$ cat src/inc/mgpio_pkg.sv
// Purpose: Shared constants for the modem pin and routing control block
// Assumes: 50 MHz core clock, registers reached by index over a simple port
// Notes:   All reset values are zero, the divider counts included, except o_primary_transmit and o_control_receive, which reset high
package mgpio_pkg;
   // Register indices on the register port
   localparam logic [3:0] MGPIO_IDX_PIN_FUNCTION = 4'h2;
   localparam logic [3:0] MGPIO_IDX_PIN_DATA = 4'h3;
   localparam logic [3:0] MGPIO_IDX_CHIP_FUNCTIONS = 4'h4;
   // Reset values
   localparam logic [7:0] MGPIO_PIN_FUNCTION_RST = 8'h00;
   localparam logic [7:0] MGPIO_PIN_DATA_RST = 8'h00;
   localparam logic [7:0] MGPIO_CHIP_FUNCTIONS_RST = 8'h00;
   // Pin function field positions (low bit of each 2-bit field)
   localparam int MGPIO_FLD_PIN_ONE = 0;
   localparam int MGPIO_FLD_PIN_TWO = 2;
   localparam int MGPIO_FLD_PIN_THREE = 4;
   localparam int MGPIO_FLD_PIN_FOUR = 6;
   // Pin data register fields
   localparam int MGPIO_FLD_GAIN = 6;
   localparam logic [7:0] MGPIO_PIN_DATA_MASK = 8'hCF;
   // Chip function register fields
   localparam int MGPIO_BIT_BAUD_9600 = 7;
   localparam int MGPIO_BIT_BAUD_600 = 6;
   localparam int MGPIO_FLD_ROUTING = 4;
   localparam int MGPIO_BIT_FRAME_END = 3;
   localparam int MGPIO_BIT_ANALOG_POWER = 1;
   localparam int MGPIO_BIT_SECOND_PORT = 0;
   localparam logic [7:0] MGPIO_CHIP_WRITE_MASK = 8'h3B;
   // Pin modes
   typedef enum logic [1:0]
   {
      MGPIO_MODE_INPUT = 2'b00,
      MGPIO_MODE_OUTPUT = 2'b01,
      MGPIO_MODE_ANALOG = 2'b10,
      MGPIO_MODE_SPECIAL = 2'b11
   } mgpio_mode_type;
   // Data routing modes
   typedef enum logic [1:0]
   {
      MGPIO_ROUTE_DATA = 2'b00,
      MGPIO_ROUTE_VOICE = 2'b01,
      MGPIO_ROUTE_LOOPBACK = 2'b10,
      MGPIO_ROUTE_CODEC = 2'b11
   } mgpio_route_type;
   // Source codes for the analog and processor paths
   localparam logic [1:0] MGPIO_SRC_NONE = 2'b00;
   localparam logic [1:0] MGPIO_SRC_LINE = 2'b01;
   localparam logic [1:0] MGPIO_SRC_AIN = 2'b10;
   localparam logic [1:0] MGPIO_SRC_PROC = 2'b11;
   // Baud clock indications: half periods in core clock cycles
   localparam int MGPIO_CLK_HZ = 50_000_000;
   localparam int MGPIO_BAUD_FAST = 9600;
   localparam int MGPIO_BAUD_SLOW = 600;
   localparam int MGPIO_HALF_FAST = MGPIO_CLK_HZ / (2 * MGPIO_BAUD_FAST);
   localparam int MGPIO_HALF_SLOW = MGPIO_CLK_HZ / (2 * MGPIO_BAUD_SLOW);
   // Synchronised inputs: four pins and the primary receive line
   localparam int MGPIO_SYNC_WIDTH = 5;
endpackage

$ cat src/design/mgpio_top.sv
// Purpose: Pin function, pin data and chip function control for four modem pins
// Assumes: One 50 MHz clock, synchronous active-low reset
// Notes:   Event and routing inputs come from logic on the same clock
`timescale 1ns/1ps
`default_nettype none
module mgpio_top
   import mgpio_pkg::*;
#(
   parameter int HALF_FAST = MGPIO_HALF_FAST,
   parameter int HALF_SLOW = MGPIO_HALF_SLOW
)
(
   // Clock and reset
   input wire logic i_clk,
   input wire logic i_nrst,
   // Register port
   input wire logic [3:0] i_reg_index,
   input wire logic i_reg_write,
   input wire logic [7:0] i_reg_wdata,
   output logic [7:0] o_reg_rdata,
   // General pins
   input wire logic [3:0] i_pin,
   output logic [3:0] o_pin,
   output logic [3:0] o_pin_oe,
   output logic [3:0] o_analog_in_pin,
   output logic o_escape,
   // Alert causes
   input wire logic i_carrier_loss,
   input wire logic i_reversal,
   input wire logic i_wake_on_ring,
   input wire logic i_wake_report_enable,
   input wire logic i_intrusion,
   input wire logic i_intrusion_report_enable,
   input wire logic i_loop_loss,
   input wire logic i_loop_loss_report_enable,
   input wire logic i_off_hook,
   // Pin two and pin one functions
   input wire logic i_carrier_detect_output,
   input wire logic i_carrier_detect_on_pin,
   input wire logic i_frame_end_flag,
   // Serial control paths
   input wire logic i_primary_receive,
   output logic o_primary_transmit,
   input wire logic i_control_transmit,
   output logic o_control_receive,
   // Routing and analog control
   output logic [1:0] o_line_tx_src,
   output logic [1:0] o_analog_out_pin_src,
   output logic [1:0] o_processor_signal_in_src,
   output logic o_serial_loopback,
   output logic o_analog_power_on,
   output logic [1:0] o_analog_input_gain
);
   logic [7:0] pin_function_select;
   logic [7:0] pin_data_and_input_gain;
   logic [7:0] chip_functions_five;
   logic [7:0] next_pin_function_select;
   logic [7:0] next_pin_data_and_input_gain;
   logic [7:0] next_chip_functions_five;
   logic [MGPIO_SYNC_WIDTH-1:0] synced;
   logic [3:0] pin_level;
   logic [15:0] fast_count;
   logic [15:0] slow_count;
   logic baud_9600_tick;
   logic baud_600_tick;
   logic [15:0] next_fast_count;
   logic [15:0] next_slow_count;
   logic next_baud_9600_tick;
   logic next_baud_600_tick;
   logic [3:0] next_pin;
   logic [3:0] next_pin_oe;
   logic [3:0] next_analog_in_pin;
   logic next_escape;
   logic next_primary_transmit;
   logic next_control_receive;
   logic [1:0] next_line_tx_src;
   logic [1:0] next_analog_out_pin_src;
   logic [1:0] next_processor_signal_in_src;
   logic next_serial_loopback;
   logic [7:0] next_reg_rdata;
   logic alert_level;
   mgpio_mode_type mode_four;
   mgpio_mode_type mode_three;
   mgpio_mode_type mode_two;
   mgpio_mode_type mode_one;
   mgpio_route_type data_routing_select;
   logic frame_end_flag_enable;
   logic second_port_enable;

   function automatic mgpio_mode_type field_mode(input logic [7:0] sel, input int pos);
      field_mode = mgpio_mode_type'(sel[pos +: 2]);
   endfunction

   function automatic logic drives_data(input mgpio_mode_type m);
      drives_data = (m == MGPIO_MODE_OUTPUT);
   endfunction

   mgpio_sync u_sync
   (
      .i_clk(i_clk),
      .i_nrst(i_nrst),
      .i_async({i_primary_receive, i_pin}),
      .o_sync(synced)
   );

   assign pin_level = synced[3:0];
   assign mode_four = field_mode(pin_function_select, MGPIO_FLD_PIN_FOUR);
   assign mode_three = field_mode(pin_function_select, MGPIO_FLD_PIN_THREE);
   assign mode_two = field_mode(pin_function_select, MGPIO_FLD_PIN_TWO);
   assign mode_one = field_mode(pin_function_select, MGPIO_FLD_PIN_ONE);
   assign data_routing_select =
      mgpio_route_type'(chip_functions_five[MGPIO_FLD_ROUTING +: 2]);
   assign frame_end_flag_enable = chip_functions_five[MGPIO_BIT_FRAME_END];
   assign second_port_enable = chip_functions_five[MGPIO_BIT_SECOND_PORT];

   // Register writes
   always_comb
   begin
      next_pin_function_select = pin_function_select;
      next_pin_data_and_input_gain = pin_data_and_input_gain;
      next_chip_functions_five = chip_functions_five;
      if (i_reg_write)
      begin
         case (i_reg_index)
            MGPIO_IDX_PIN_FUNCTION: next_pin_function_select = i_reg_wdata;
            MGPIO_IDX_PIN_DATA: next_pin_data_and_input_gain = i_reg_wdata & MGPIO_PIN_DATA_MASK;
            MGPIO_IDX_CHIP_FUNCTIONS:
               next_chip_functions_five = i_reg_wdata & MGPIO_CHIP_WRITE_MASK;
            default: next_pin_function_select = pin_function_select;
         endcase
      end
   end

   always_ff @(posedge i_clk)
   begin
      if (!i_nrst)
      begin
         pin_function_select <= MGPIO_PIN_FUNCTION_RST;
         pin_data_and_input_gain <= MGPIO_PIN_DATA_RST;
         chip_functions_five <= MGPIO_CHIP_FUNCTIONS_RST;
      end
      else
      begin
         pin_function_select <= next_pin_function_select;
         pin_data_and_input_gain <= next_pin_data_and_input_gain;
         chip_functions_five <= next_chip_functions_five;
      end
   end

   // Baud clock indications
   always_comb
   begin
      next_fast_count = fast_count + 16'h0001;
      next_slow_count = slow_count + 16'h0001;
      next_baud_9600_tick = baud_9600_tick;
      next_baud_600_tick = baud_600_tick;
      if (fast_count >= 16'(HALF_FAST - 1))
      begin
         next_fast_count = 16'h0000;
         next_baud_9600_tick = !baud_9600_tick;
      end
      if (slow_count >= 16'(HALF_SLOW - 1))
      begin
         next_slow_count = 16'h0000;
         next_baud_600_tick = !baud_600_tick;
      end
   end

   always_ff @(posedge i_clk)
   begin
      if (!i_nrst)
      begin
         fast_count <= 16'h0000;
         slow_count <= 16'h0000;
         baud_9600_tick <= 1'b0;
         baud_600_tick <= 1'b0;
      end
      else
      begin
         fast_count <= next_fast_count;
         slow_count <= next_slow_count;
         baud_9600_tick <= next_baud_9600_tick;
         baud_600_tick <= next_baud_600_tick;
      end
   end

   // Alert causes
   always_comb
   begin
      alert_level = i_carrier_loss | i_reversal
         | (i_wake_on_ring & i_wake_report_enable)
         | (i_intrusion & i_intrusion_report_enable)
         | (i_loop_loss & i_loop_loss_report_enable & i_off_hook);
   end

   // Pin drive, routing and read data
   always_comb
   begin
      next_pin = 4'h0;
      next_pin_oe = 4'h0;
      next_analog_in_pin = 4'h0;
      next_escape = 1'b0;
      // Pin four
      case (mode_four)
         MGPIO_MODE_OUTPUT:
         begin
            next_pin[3] = pin_data_and_input_gain[3];
            next_pin_oe[3] = 1'b1;
         end
         MGPIO_MODE_ANALOG: next_analog_in_pin[3] = 1'b1;
         MGPIO_MODE_SPECIAL:
         begin
            next_pin[3] = alert_level;
            next_pin_oe[3] = 1'b1;
         end
         default: next_pin_oe[3] = 1'b0;
      endcase
      // Pin three
      case (mode_three)
         MGPIO_MODE_OUTPUT:
         begin
            next_pin[2] = pin_data_and_input_gain[2];
            next_pin_oe[2] = 1'b1;
         end
         MGPIO_MODE_ANALOG: next_analog_in_pin[2] = 1'b1;
         MGPIO_MODE_SPECIAL: next_escape = pin_level[2];
         default: next_pin_oe[2] = 1'b0;
      endcase
      // Pin two
      if (second_port_enable)
      begin
         next_pin[1] = i_control_transmit;
         next_pin_oe[1] = 1'b1;
      end
      else
      begin
         case (mode_two)
            MGPIO_MODE_OUTPUT:
            begin
               next_pin[1] = i_carrier_detect_on_pin ? i_carrier_detect_output
                  : pin_data_and_input_gain[1];
               next_pin_oe[1] = 1'b1;
            end
            MGPIO_MODE_ANALOG: next_analog_in_pin[1] = !frame_end_flag_enable;
            default: next_pin_oe[1] = 1'b0;
         endcase
      end
      // Pin one
      if (frame_end_flag_enable)
      begin
         next_pin[0] = i_frame_end_flag;
         next_pin_oe[0] = 1'b1;
      end
      else if (!second_port_enable)
      begin
         case (mode_one)
            MGPIO_MODE_OUTPUT:
            begin
               next_pin[0] = pin_data_and_input_gain[0];
               next_pin_oe[0] = 1'b1;
            end
            MGPIO_MODE_ANALOG: next_analog_in_pin[0] = 1'b1;
            default: next_pin_oe[0] = 1'b0;
         endcase
      end
      // Serial control source
      if (second_port_enable)
      begin
         next_control_receive = pin_level[0];
         next_primary_transmit = 1'b1;
      end
      else
      begin
         next_control_receive = synced[4];
         next_primary_transmit = i_control_transmit;
      end
      // Routing
      next_serial_loopback = 1'b0;
      case (data_routing_select)
         MGPIO_ROUTE_DATA:
         begin
            next_line_tx_src = MGPIO_SRC_PROC;
            next_analog_out_pin_src = MGPIO_SRC_NONE;
            next_processor_signal_in_src = MGPIO_SRC_LINE;
         end
         MGPIO_ROUTE_VOICE:
         begin
            next_line_tx_src = MGPIO_SRC_AIN;
            next_analog_out_pin_src = MGPIO_SRC_LINE;
            next_processor_signal_in_src = MGPIO_SRC_NONE;
         end
         MGPIO_ROUTE_LOOPBACK:
         begin
            next_line_tx_src = MGPIO_SRC_NONE;
            next_analog_out_pin_src = MGPIO_SRC_AIN;
            next_processor_signal_in_src = MGPIO_SRC_NONE;
            next_serial_loopback = 1'b1;
         end
         MGPIO_ROUTE_CODEC:
         begin
            next_line_tx_src = MGPIO_SRC_NONE;
            next_analog_out_pin_src = MGPIO_SRC_PROC;
            next_processor_signal_in_src = MGPIO_SRC_AIN;
         end
         default:
         begin
            next_line_tx_src = MGPIO_SRC_NONE;
            next_analog_out_pin_src = MGPIO_SRC_NONE;
            next_processor_signal_in_src = MGPIO_SRC_NONE;
         end
      endcase
      // Read data
      case (i_reg_index)
         MGPIO_IDX_PIN_FUNCTION: next_reg_rdata = pin_function_select;
         MGPIO_IDX_PIN_DATA:
         begin
            next_reg_rdata = pin_data_and_input_gain & 8'hC0;
            next_reg_rdata[0] = drives_data(mode_one) ? pin_data_and_input_gain[0]
               : pin_level[0];
            next_reg_rdata[1] = drives_data(mode_two) ? pin_data_and_input_gain[1]
               : pin_level[1];
            next_reg_rdata[2] = drives_data(mode_three) ? pin_data_and_input_gain[2]
               : pin_level[2];
            next_reg_rdata[3] = drives_data(mode_four) ? pin_data_and_input_gain[3]
               : pin_level[3];
         end
         MGPIO_IDX_CHIP_FUNCTIONS:
         begin
            next_reg_rdata = chip_functions_five;
            next_reg_rdata[MGPIO_BIT_BAUD_9600] = baud_9600_tick;
            next_reg_rdata[MGPIO_BIT_BAUD_600] = baud_600_tick;
         end
         default: next_reg_rdata = 8'h00;
      endcase
   end

   always_ff @(posedge i_clk)
   begin
      if (!i_nrst)
      begin
         o_pin <= 4'h0;
         o_pin_oe <= 4'h0;
         o_analog_in_pin <= 4'h0;
         o_escape <= 1'b0;
         o_primary_transmit <= 1'b1;
         o_control_receive <= 1'b1;
         o_line_tx_src <= MGPIO_SRC_NONE;
         o_analog_out_pin_src <= MGPIO_SRC_NONE;
         o_processor_signal_in_src <= MGPIO_SRC_NONE;
         o_serial_loopback <= 1'b0;
         o_reg_rdata <= 8'h00;
      end
      else
      begin
         o_pin <= next_pin;
         o_pin_oe <= next_pin_oe;
         o_analog_in_pin <= next_analog_in_pin;
         o_escape <= next_escape;
         o_primary_transmit <= next_primary_transmit;
         o_control_receive <= next_control_receive;
         o_line_tx_src <= next_line_tx_src;
         o_analog_out_pin_src <= next_analog_out_pin_src;
         o_processor_signal_in_src <= next_processor_signal_in_src;
         o_serial_loopback <= next_serial_loopback;
         o_reg_rdata <= next_reg_rdata;
      end
   end

   assign o_analog_power_on = chip_functions_five[MGPIO_BIT_ANALOG_POWER];
   assign o_analog_input_gain = pin_data_and_input_gain[MGPIO_FLD_GAIN +: 2];
endmodule // mgpio_top
`default_nettype wire

$ cat src/design/mgpio_sync.sv
// Purpose: Two flip-flop synchroniser for pin inputs
// Assumes: Inputs are asynchronous to i_clk
// Notes:   Only the second stage is visible outside
`timescale 1ns/1ps
`default_nettype none
module mgpio_sync
   import mgpio_pkg::*;
(
   // Clock and reset
   input wire logic i_clk,
   input wire logic i_nrst,
   // Levels
   input wire logic [MGPIO_SYNC_WIDTH-1:0] i_async,
   output logic [MGPIO_SYNC_WIDTH-1:0] o_sync
);
   logic [MGPIO_SYNC_WIDTH-1:0] stage_one;
   logic [MGPIO_SYNC_WIDTH-1:0] stage_two;
   logic [MGPIO_SYNC_WIDTH-1:0] next_stage_one;
   logic [MGPIO_SYNC_WIDTH-1:0] next_stage_two;

   always_comb
   begin
      next_stage_one = i_async;
      next_stage_two = stage_one;
   end

   always_ff @(posedge i_clk)
   begin
      if (!i_nrst)
      begin
         stage_one <= '0;
         stage_two <= '0;
      end
      else
      begin
         stage_one <= next_stage_one;
         stage_two <= next_stage_two;
      end
   end

   assign o_sync = stage_two;
endmodule // mgpio_sync
`default_nettype wire

$ cat config.mk
export PLATFORM = sky130hd
export DESIGN_NAME = mgpio_top
export DESIGN_NICKNAME = d
export VERILOG_FILES = /design/src/inc/mgpio_pkg.sv /design/src/design/mgpio_top.sv /design/src/design/mgpio_sync.sv
export SDC_FILE = /design/constraint.sdc
export NUM_CORES = 1
export LEC_CHECK = 0
export BUFFER_PORTS_ARGS = -buffer_cell sky130_fd_sc_hd__buf_2
export CAP_MARGIN = 20
export CORE_ASPECT_RATIO = 0.7
export CORE_MARGIN = 2
export CORE_UTILIZATION = 25
export DETAILED_ROUTE_END_ITERATION = 7
export MAX_ROUTING_LAYER = met4
export RECOVER_POWER = 25
export SYNTH_ARGS = -nofsm -noshare
export SYNTH_HDL_FRONTEND = slang
export SYNTH_HIERARCHICAL = 1
export SYNTH_SLANG_ARGS = --single-unit
$ cat constraint.sdc
create_clock -name i_clk -period 3.4 [get_ports i_clk]
set_input_delay 0.17 -clock i_clk [delete_from_list [all_inputs] [get_ports i_clk]]
set_output_delay 0.17 -clock i_clk [all_outputs]
set_load 0.01 [all_outputs]
Word level (Yosys, flattened, before mapping)
Cells that the tools add are included.
{"block": "word_totals", "register_bits": 93, "out_inout_bits": 33}
{"block": "op_classes", "n_addsub": 2, "order_cmp": 2, "eq_ne": 16, "muxes": 27, "n_bitwise": 10, "reduce_logical": 17}
{"operator": "adder 16 x 1 -> 16 bit (second input constant)", "count": 2}
{"operator": "one-hot mux 8 bit (3 select lines)", "count": 1}
{"operator": "two-way mux 1 bit", "count": 22}
{"operator": "== test 2 bit (second input constant)", "count": 8}
{"operator": "greater-or-equal comparator 16 x 12 -> 1 bit (second input constant)", "count": 1}
{"operator": "greater-or-equal comparator 16 bit (second input constant)", "count": 1}
{"operator": "one-hot mux 2 bit (3 select lines)", "count": 2}
{"operator": "OR reduction 2 bit", "count": 6}
{"operator": "== test 2 x 1 -> 1 bit (second input constant)", "count": 5}
{"operator": "AND reduction 2 bit", "count": 5}
{"operator": "== test 4 x 2 -> 1 bit (second input constant)", "count": 2}
{"operator": "one-hot mux 2 bit (4 select lines)", "count": 1}
{"operator": "OR reduction 3 bit", "count": 2}
{"operator": "bitwise AND 1 bit", "count": 4}
{"operator": "== test 4 x 3 -> 1 bit (second input constant)", "count": 1}
{"operator": "OR 1 bit", "count": 4}
{"operator": "zero test 1 bit", "count": 3}
{"operator": "zero test 2 bit", "count": 1}
{"operator": "inverter 1 bit", "count": 2}
{"operator": "one-hot mux 1 bit (2 select lines)", "count": 1}

Longest topological paths before layout
Gate-level depths: netlist of run 1.
{"block": "depth", "word_depth": 5, "depth_mapped": 8, "mapped_depth_nobuf": 6}

By module
Netlist of run 1, hierarchy kept.
{"mod": "mgpio_top", "n_inst": 1, "cells_each": 365, "area_each_um2": 3240.6, "seq_area_each_um2": 1641.6}
{"mod": "mgpio_sync", "n_inst": 1, "cells_each": 20, "area_each_um2": 262.8, "seq_area_each_um2": 200.2}

Worst setup path after synthesis of run 1
No wires, ideal clock.
{"block": "synth_path", "path_type": "reg2reg", "from": "reg fast_count[14]", "to": "reg fast_count[11]", "setup_time_ps": 64, "arrival_ps": 1729, "setup_slack_ps": 1607, "stages_incl_launch_ff": 7, "cell_sequence": "dfxtp_1 > or4_1 > buf_2 > or2_1 > a311o_2 > buf_6 > nor2_1"}
{"block": "synth_between", "elab_chain_cells": 2}
{"item": "start: declaration", "line": "mgpio_top.sv:62", "source": "logic [15:0] fast_count;"}
{"item": "start signal: assignment", "line": "mgpio_top.sv:180", "source": "fast_count <= next_fast_count;"}
{"item": "greater-or-equal comparator 16 x 12 -> 1 bit", "line": "mgpio_top.sv:157", "source": "if (fast_count >= 16'(HALF_FAST - 1))"}
{"item": "OR reduction 2 bit (no line)"}
Every way passes these cells.
A chain may end at the register's enable or synchronous reset.

==> results of run 1 <==
-- how the worst min path moves through the flow --
stage,from,end,slack [ns],cells after the start
4_1_cts,i_control_transmit,o_primary_transmit$_SDFF_PP1_,0.04,2
3_5_place_dp,i_control_transmit,o_primary_transmit$_SDFF_PP1_,0.40,2
6_report,i_control_transmit,o_primary_transmit$_SDFF_PP1_,0.05,2
3_3_place_gp,i_control_transmit,o_primary_transmit$_SDFF_PP1_,0.38,2
2_1_floorplan,i_control_transmit,o_primary_transmit$_SDFF_PP1_,0.27,1
5_1_grt,i_control_transmit,o_primary_transmit$_SDFF_PP1_,0.05,2
-- kinds of logic after synthesis --
logic type                 synth area share (%)
AOI/OAI and AO/OA                          9.43
xor gates and xnor gates                   5.25
adders and majority gates                  1.43
buffers and inverters                      3.79
DFF                                        52.6
muxes                                      1.86
other                                     0.107
and+or+nand+nor                            25.6
-- cells in the final DEF (no fill, tap or decap), types with 3 or more instances in the layout --
cell       synthesis  routed
a21oi_1           31      31
a22oi_1            6       6
and2_0             0      10
and2_1            14       4
buf_2              1      55
buf_4              3       3
clkbuf_1          13      10
clkbuf_16          0       9
conb_1             1       4
dfxtp_1           92      92
ha_1               4       4
inv_1             12      12
mux2_2             4       4
nand2_1           41      41
nand2b_1           4       4
nand3_1           29      29
nand4_1            5       5
nor2_1            42      42
nor3_1            10      10
nor3b_1            4       4
nor4_1             5       5
or3_1              6       6
or4_1              3       3
xnor2_1           14      14
xor2_1             7       7
-- per-stage QoR --
| stage | std cells | power [mW] |
|---|---|---|
| finish | 644 | 2.24 |
| global route | 644 | 2.33 |
| CTS | 644 | 2.27 |
| detailed placement | 628 | 1.23 |
| global placement | 628 | 1.22 |
| floorplan | 388 | 1.18 |
-- critical path: stages --
cell and delay [ns]:
clkbuf_1 0.70, inv_1 0.74, or3_1 0.70, nor2_1 0.17
-- state kept, by name, summed over array words and instances (netlist names) --
name and flops:
o_analog_out_pin_src 2, u_sync/o_sync 5, fast_count 16, chip_functions_five 5
o_pin 4, o_analog_in_pin 4, o_control_receive 1, o_pin_oe 4
pin_data_and_input_gain 6, o_line_tx_src 2, slow_count 16, o_processor_signal_in_src 1
o_primary_transmit 1, u_sync/next_stage_two 5, baud_9600_tick 1, o_serial_loopback 1
baud_600_tick 1, pin_function_select 8, o_reg_rdata 8, o_escape 1
-- final cells by class --
type / count / area (µm²)
clock buffers: 9 / 225
clock inverters: 7 / 92.6
fillers: 1456 / 9450
inverters: 12 / 45.0
multi-input cells: 266 / 1550
flip-flops and latches: 92 / 1840
well taps: 190 / 238
repair buffers: 68 / 335
-- per-layer routing --
| layer | part of all wire [%] | vias up | global-route usage, % |
|---|---|---|---|
| li1 | - | 1451 | - |
| met1 | 49 | 1356 | 14.8 |
| met2 | 44 | 96 | 18.2 |
| met3 | 5.9 | 11 | 3.76 |
| met4 | 1.3 | 0 | 4.07 |
| met5 | 0 | - | - |
-- where the power goes --
part / internal [mW] / leakage (nW) / switching [mW]
sequential: 1.10 / 0.747 / 0.0127
combinational: 0.0365 / 0.670 / 0.0546
clock: 0.589 / 0.149 / 0.447
total: 1.72 / 1.57 / 0.515
==> run metrics, run 1 <==
Initial Util=25.4%; worst r2r src=fast_count[14]$_SDFF_PP0_; Final Hold Fails=0; H-tree depth=3; most frequent cell after synthesis=dfxtp_1; Clock Tree Buf Depth=2; Critical Path End Type=flip-flop; top area cells in the synthesized netlist=dfxtp_1 (53%), nor2_1 (4.5%), a21oi_1 (4.4%), nand2_1 (4.4%), nand3_1 (4.1%); Site Rows=36; maximum clock rate=447 MHz; final core utilization=31.4%; I/O Buffers=65; TritonCTS buffer count=9; placed instance area=4030 µm²; gpl congestion=slightly below 0.8; NumNets Final=486; Synth Area per Inst=~9.1 µm²; crit path DAT=approximately 2.5 ns; critical path class=in2reg; Least-Margin Pin Slew=1.00 ns; CP Launch Type=input pin; total die area=15000 µm²; Max-cap violations=0; worst reg2reg endpoint=fast_count[3]$_SDFF_PP0_; vias per inst=4.52; synthesized flop and latch total=92; area delta synth->final=23.6%; register area share after synthesis=52.6%; slack of the worst reg-to-reg path=1.55 ns; largest area contributor in the netlist=dfxtp_1; # clock sinks=92; Worst Setup SP=i_nrst; die width=approximately 150 µm; grt total ovfl=0; DP Worst Slack=1.41 ns; wirelength, routed=8.08 mm; GR Util All Layers=11.8%; Setup TNS Final=0 ns; Vias=2914; Max Clock Skew=0.00738 ns; dpl hpwl=5.82 mm; outcome=complete, no violations; Ys Warns=6; antenna violations before repair=0; worst hold path class=in2reg; min Tclk post-route=2.24 ns; Syn Inst Count=385; CTS tree=yes; required time worst endpoint=between 3 and 4 ns; CORE AREA=13800 µm²; EDFF count, synth=0; final instance area=4330 µm²; Max VDD drop=230 µV; worst skew pair latency=around 0.34 ns; Reg2Reg Depth=4; final cycle utilization of the critical path=~66%; ant diodes=0; endpoints failing setup=0; cell area after synthesis=3500 µm²; first-pass GRT wire length=roughly 13 mm; Residual DRC=0; pwr dens=516 nW/µm²; ys async rst share=0%; drt wl/cell=12.5 µm; largest net degree at the start of global routing=33; fin. max-slew vios=0; post-CTS setup buffers=0; DR pass1 iterations=6; Primary FF master, synth=dfxtp_1; CTS Hold Buffers Added=0; CTS resizes=0; Final ANT Viol Nets=0; final worst slack=1.16 ns; Ports=66; worst hold slack=0.0526 ns; RSZ-0062 raised after global routing=no; most frequent cells after synthesis=dfxtp_1 (92), nor2_1 (42), nand2_1 (41), a21oi_1 (31), nand3_1 (29); CP endpoint=o_reg_rdata[7]$_SDFF_PN0_; layout cells sized above 1=18.9%; DIE HEIGHT=103 µm; top-area cell type share of the netlist area=around 53%; max_slew headroom=roughly a third; post-synthesis cell type count=49; crit-path max FO=32; initial detailed-routing violation count=228; Root Buffer=clkbuf_16; Reg clk slew, reported paths=0.07 ns; vias in the first global route=around 2700; Leak Pwr=1.57 nW
(Power assumes the default switching activity.)
==> run 2: changes to the inputs <==
clock period = 2.25 ns   (was 3.4 ns; I/O delays follow)
==> run metrics, run 2 (synthesis gave the netlist of run 1 again) <==
Final ANT Viol Nets=0; max_slew headroom=52.8%; metal3 WL=460 µm; final cell count without fillers=between 600 and 700; pwr dens=753 nW/µm²; min Tclk post-route=between 1.5 and 2 ns; vias per inst=4.41; placed cells=630; Residual DRC=0; final instance area=4370 µm²; Vias=2866; Largest regs=fast_count: 16 flops, slow_count: 16 flops; top routing layer in use=met4; post-route met1 wirelength=approximately 4 mm; die width=~150 µm; critical path class=reg2reg; Root Buffer=clkbuf_16; maximum clock rate=about 530 MHz; required time worst endpoint=about 2.5 ns; Top delay family on crit path=simple AND/OR/NAND/NOR gates; most common cell after layout, fill and taps aside=dfxtp_1; CTS tree=yes; Setup TNS Final=0 ns; largest net degree at the start of global routing=23; Site Rows=36; CP max stage cell=or4_1; DIE HEIGHT=103 µm; Max VDD drop=around 330 µV; endpoints failing setup=0; CP cell instances=or4_1 > or2_1 > a311o_2 > nor2_1; worst hold path class=in2reg; total die area=~15000 µm²; Initial Util=between 20% and 30%; dpl hpwl=5.91 mm; initial detailed-routing violation count=191; Critical Path End Type=flip-flop; crit path DAT=2.15 ns; NumNets Final=493; # clock sinks=92; crit-path max FO=12; final cycle utilization of the critical path=83.3%; DR WL met2=about 3.4 mm; Max Clock Skew=0.00648 ns; I/O Buffers=65; placed instance area=4040 µm²; Max-cap violations=0; grt total ovfl=0; Clock Tree Buf Depth=2; post-CTS setup buffers=0; CP Launch Type=flip-flop; CORE AREA=13800 µm²; Ports=66; Final Hold Fails=0; H-tree depth=3; GR Util All Layers=a little under an eighth; vias in the first global route=2683; gpl congestion=0.767; antenna violations before repair=0; outcome=complete, no violations; DR pass1 iterations=4; ant diodes=0; Leak Pwr=around 1.6 nW; commonest cells after routing, fill and taps aside=dfxtp_1 (92), buf_2 (58), nor2_1 (42), nand2_1 (41), a21oi_1 (31); drt wl/cell=12.3 µm; layout cells sized above 1=roughly a fifth; slowest stage delay, CP=0.62 ns; worst skew pair latency=0.33 ns; first-pass GRT wire length=13.3 mm; area delta synth->final=24.7%; RSZ-0062 raised after global routing=no; Reg clk slew, reported paths=about 0.060 ns; Worst Path Buf+Inv=0; wirelength, routed=about 8 mm; fin. max-slew vios=0; TritonCTS buffer count=9; Least-Margin Pin Slew=~0.7 ns
[run 2: cell types whose count changed in the layout (fill, tap and decap cells not counted), sizes merged]
cell,previous run,this run
dlygate4sd3,0,5
buf,58,62
inv,15,12
[run 2: per-stage QoR]
step,total power [mW],setup WS (ns),hold slack (ns),utilization (%)
floorplan,1.78,0.457,0.211,-
global placement,1.85,0.464,0.313,29.3
detailed placement,1.86,0.386,0.327,29.3
CTS,3.34,0.377,0.00503,31.8
global route,3.43,0.278,0.00581,31.7
finish,3.29,0.376,0.00164,31.7
[run 2: path summary, 6_finish.rpt]
check | from | end | slack (ns) | cells after the start
worst max-delay path | fast_count[14]$_SDFF_PP0_ | fast_count[4]$_SDFF_PP0_ | 0.38 | 4
worst min-delay path | i_pin[1] | u_sync/next_stage_two[1]$_SDFF_PN0_ | 0.002 | 2
worst max register to register | fast_count[14]$_SDFF_PP0_ | fast_count[4]$_SDFF_PP0_ | 0.38 | 4
worst min register to register | u_sync/next_stage_two[1]$_SDFF_PN0_ | u_sync/o_sync[1]$_SDFF_PN0_ | 0.46 | 1
[run 2: timing repair]
action / in CTS / in global routing
resized for setup: 0 / 0
endpoints found under the hold margin: 5 / 0
hold buffers: 5 / 0
[run 2: metal layers]
layer / GRT usage (%) / vias up
met1: 15.2 / 1321
met5: - / -
met3: 3.89 / 6
met4: 3.02 / 0
met2: 16.9 / 73
li1: - / 1466
[run 2: layout make-up]
cell class	instances	area, µm²
clock buffers	11	243
clock inverters	4	50.0
fillers	1473	9410
inverters	12	45.0
multi-input cells	266	1550
flip-flops and latches	92	1840
well taps	190	238
repair buffers	75	400
[run 2: worst register-to-register path: cells and delay by family (launching register included)]
kind	cells	cell delay (ns)
flip-flops	1	0.29
AND/OR/NAND/NOR	3	1.04
AO/OA/AOI/OAI	1	0.49
[run 2: report_power, final]
group	internal [mW]	switching, mW
sequential	1.66	0.0196
clock	0.882	0.585
combinational	0.0629	0.0827
total	2.60	0.687
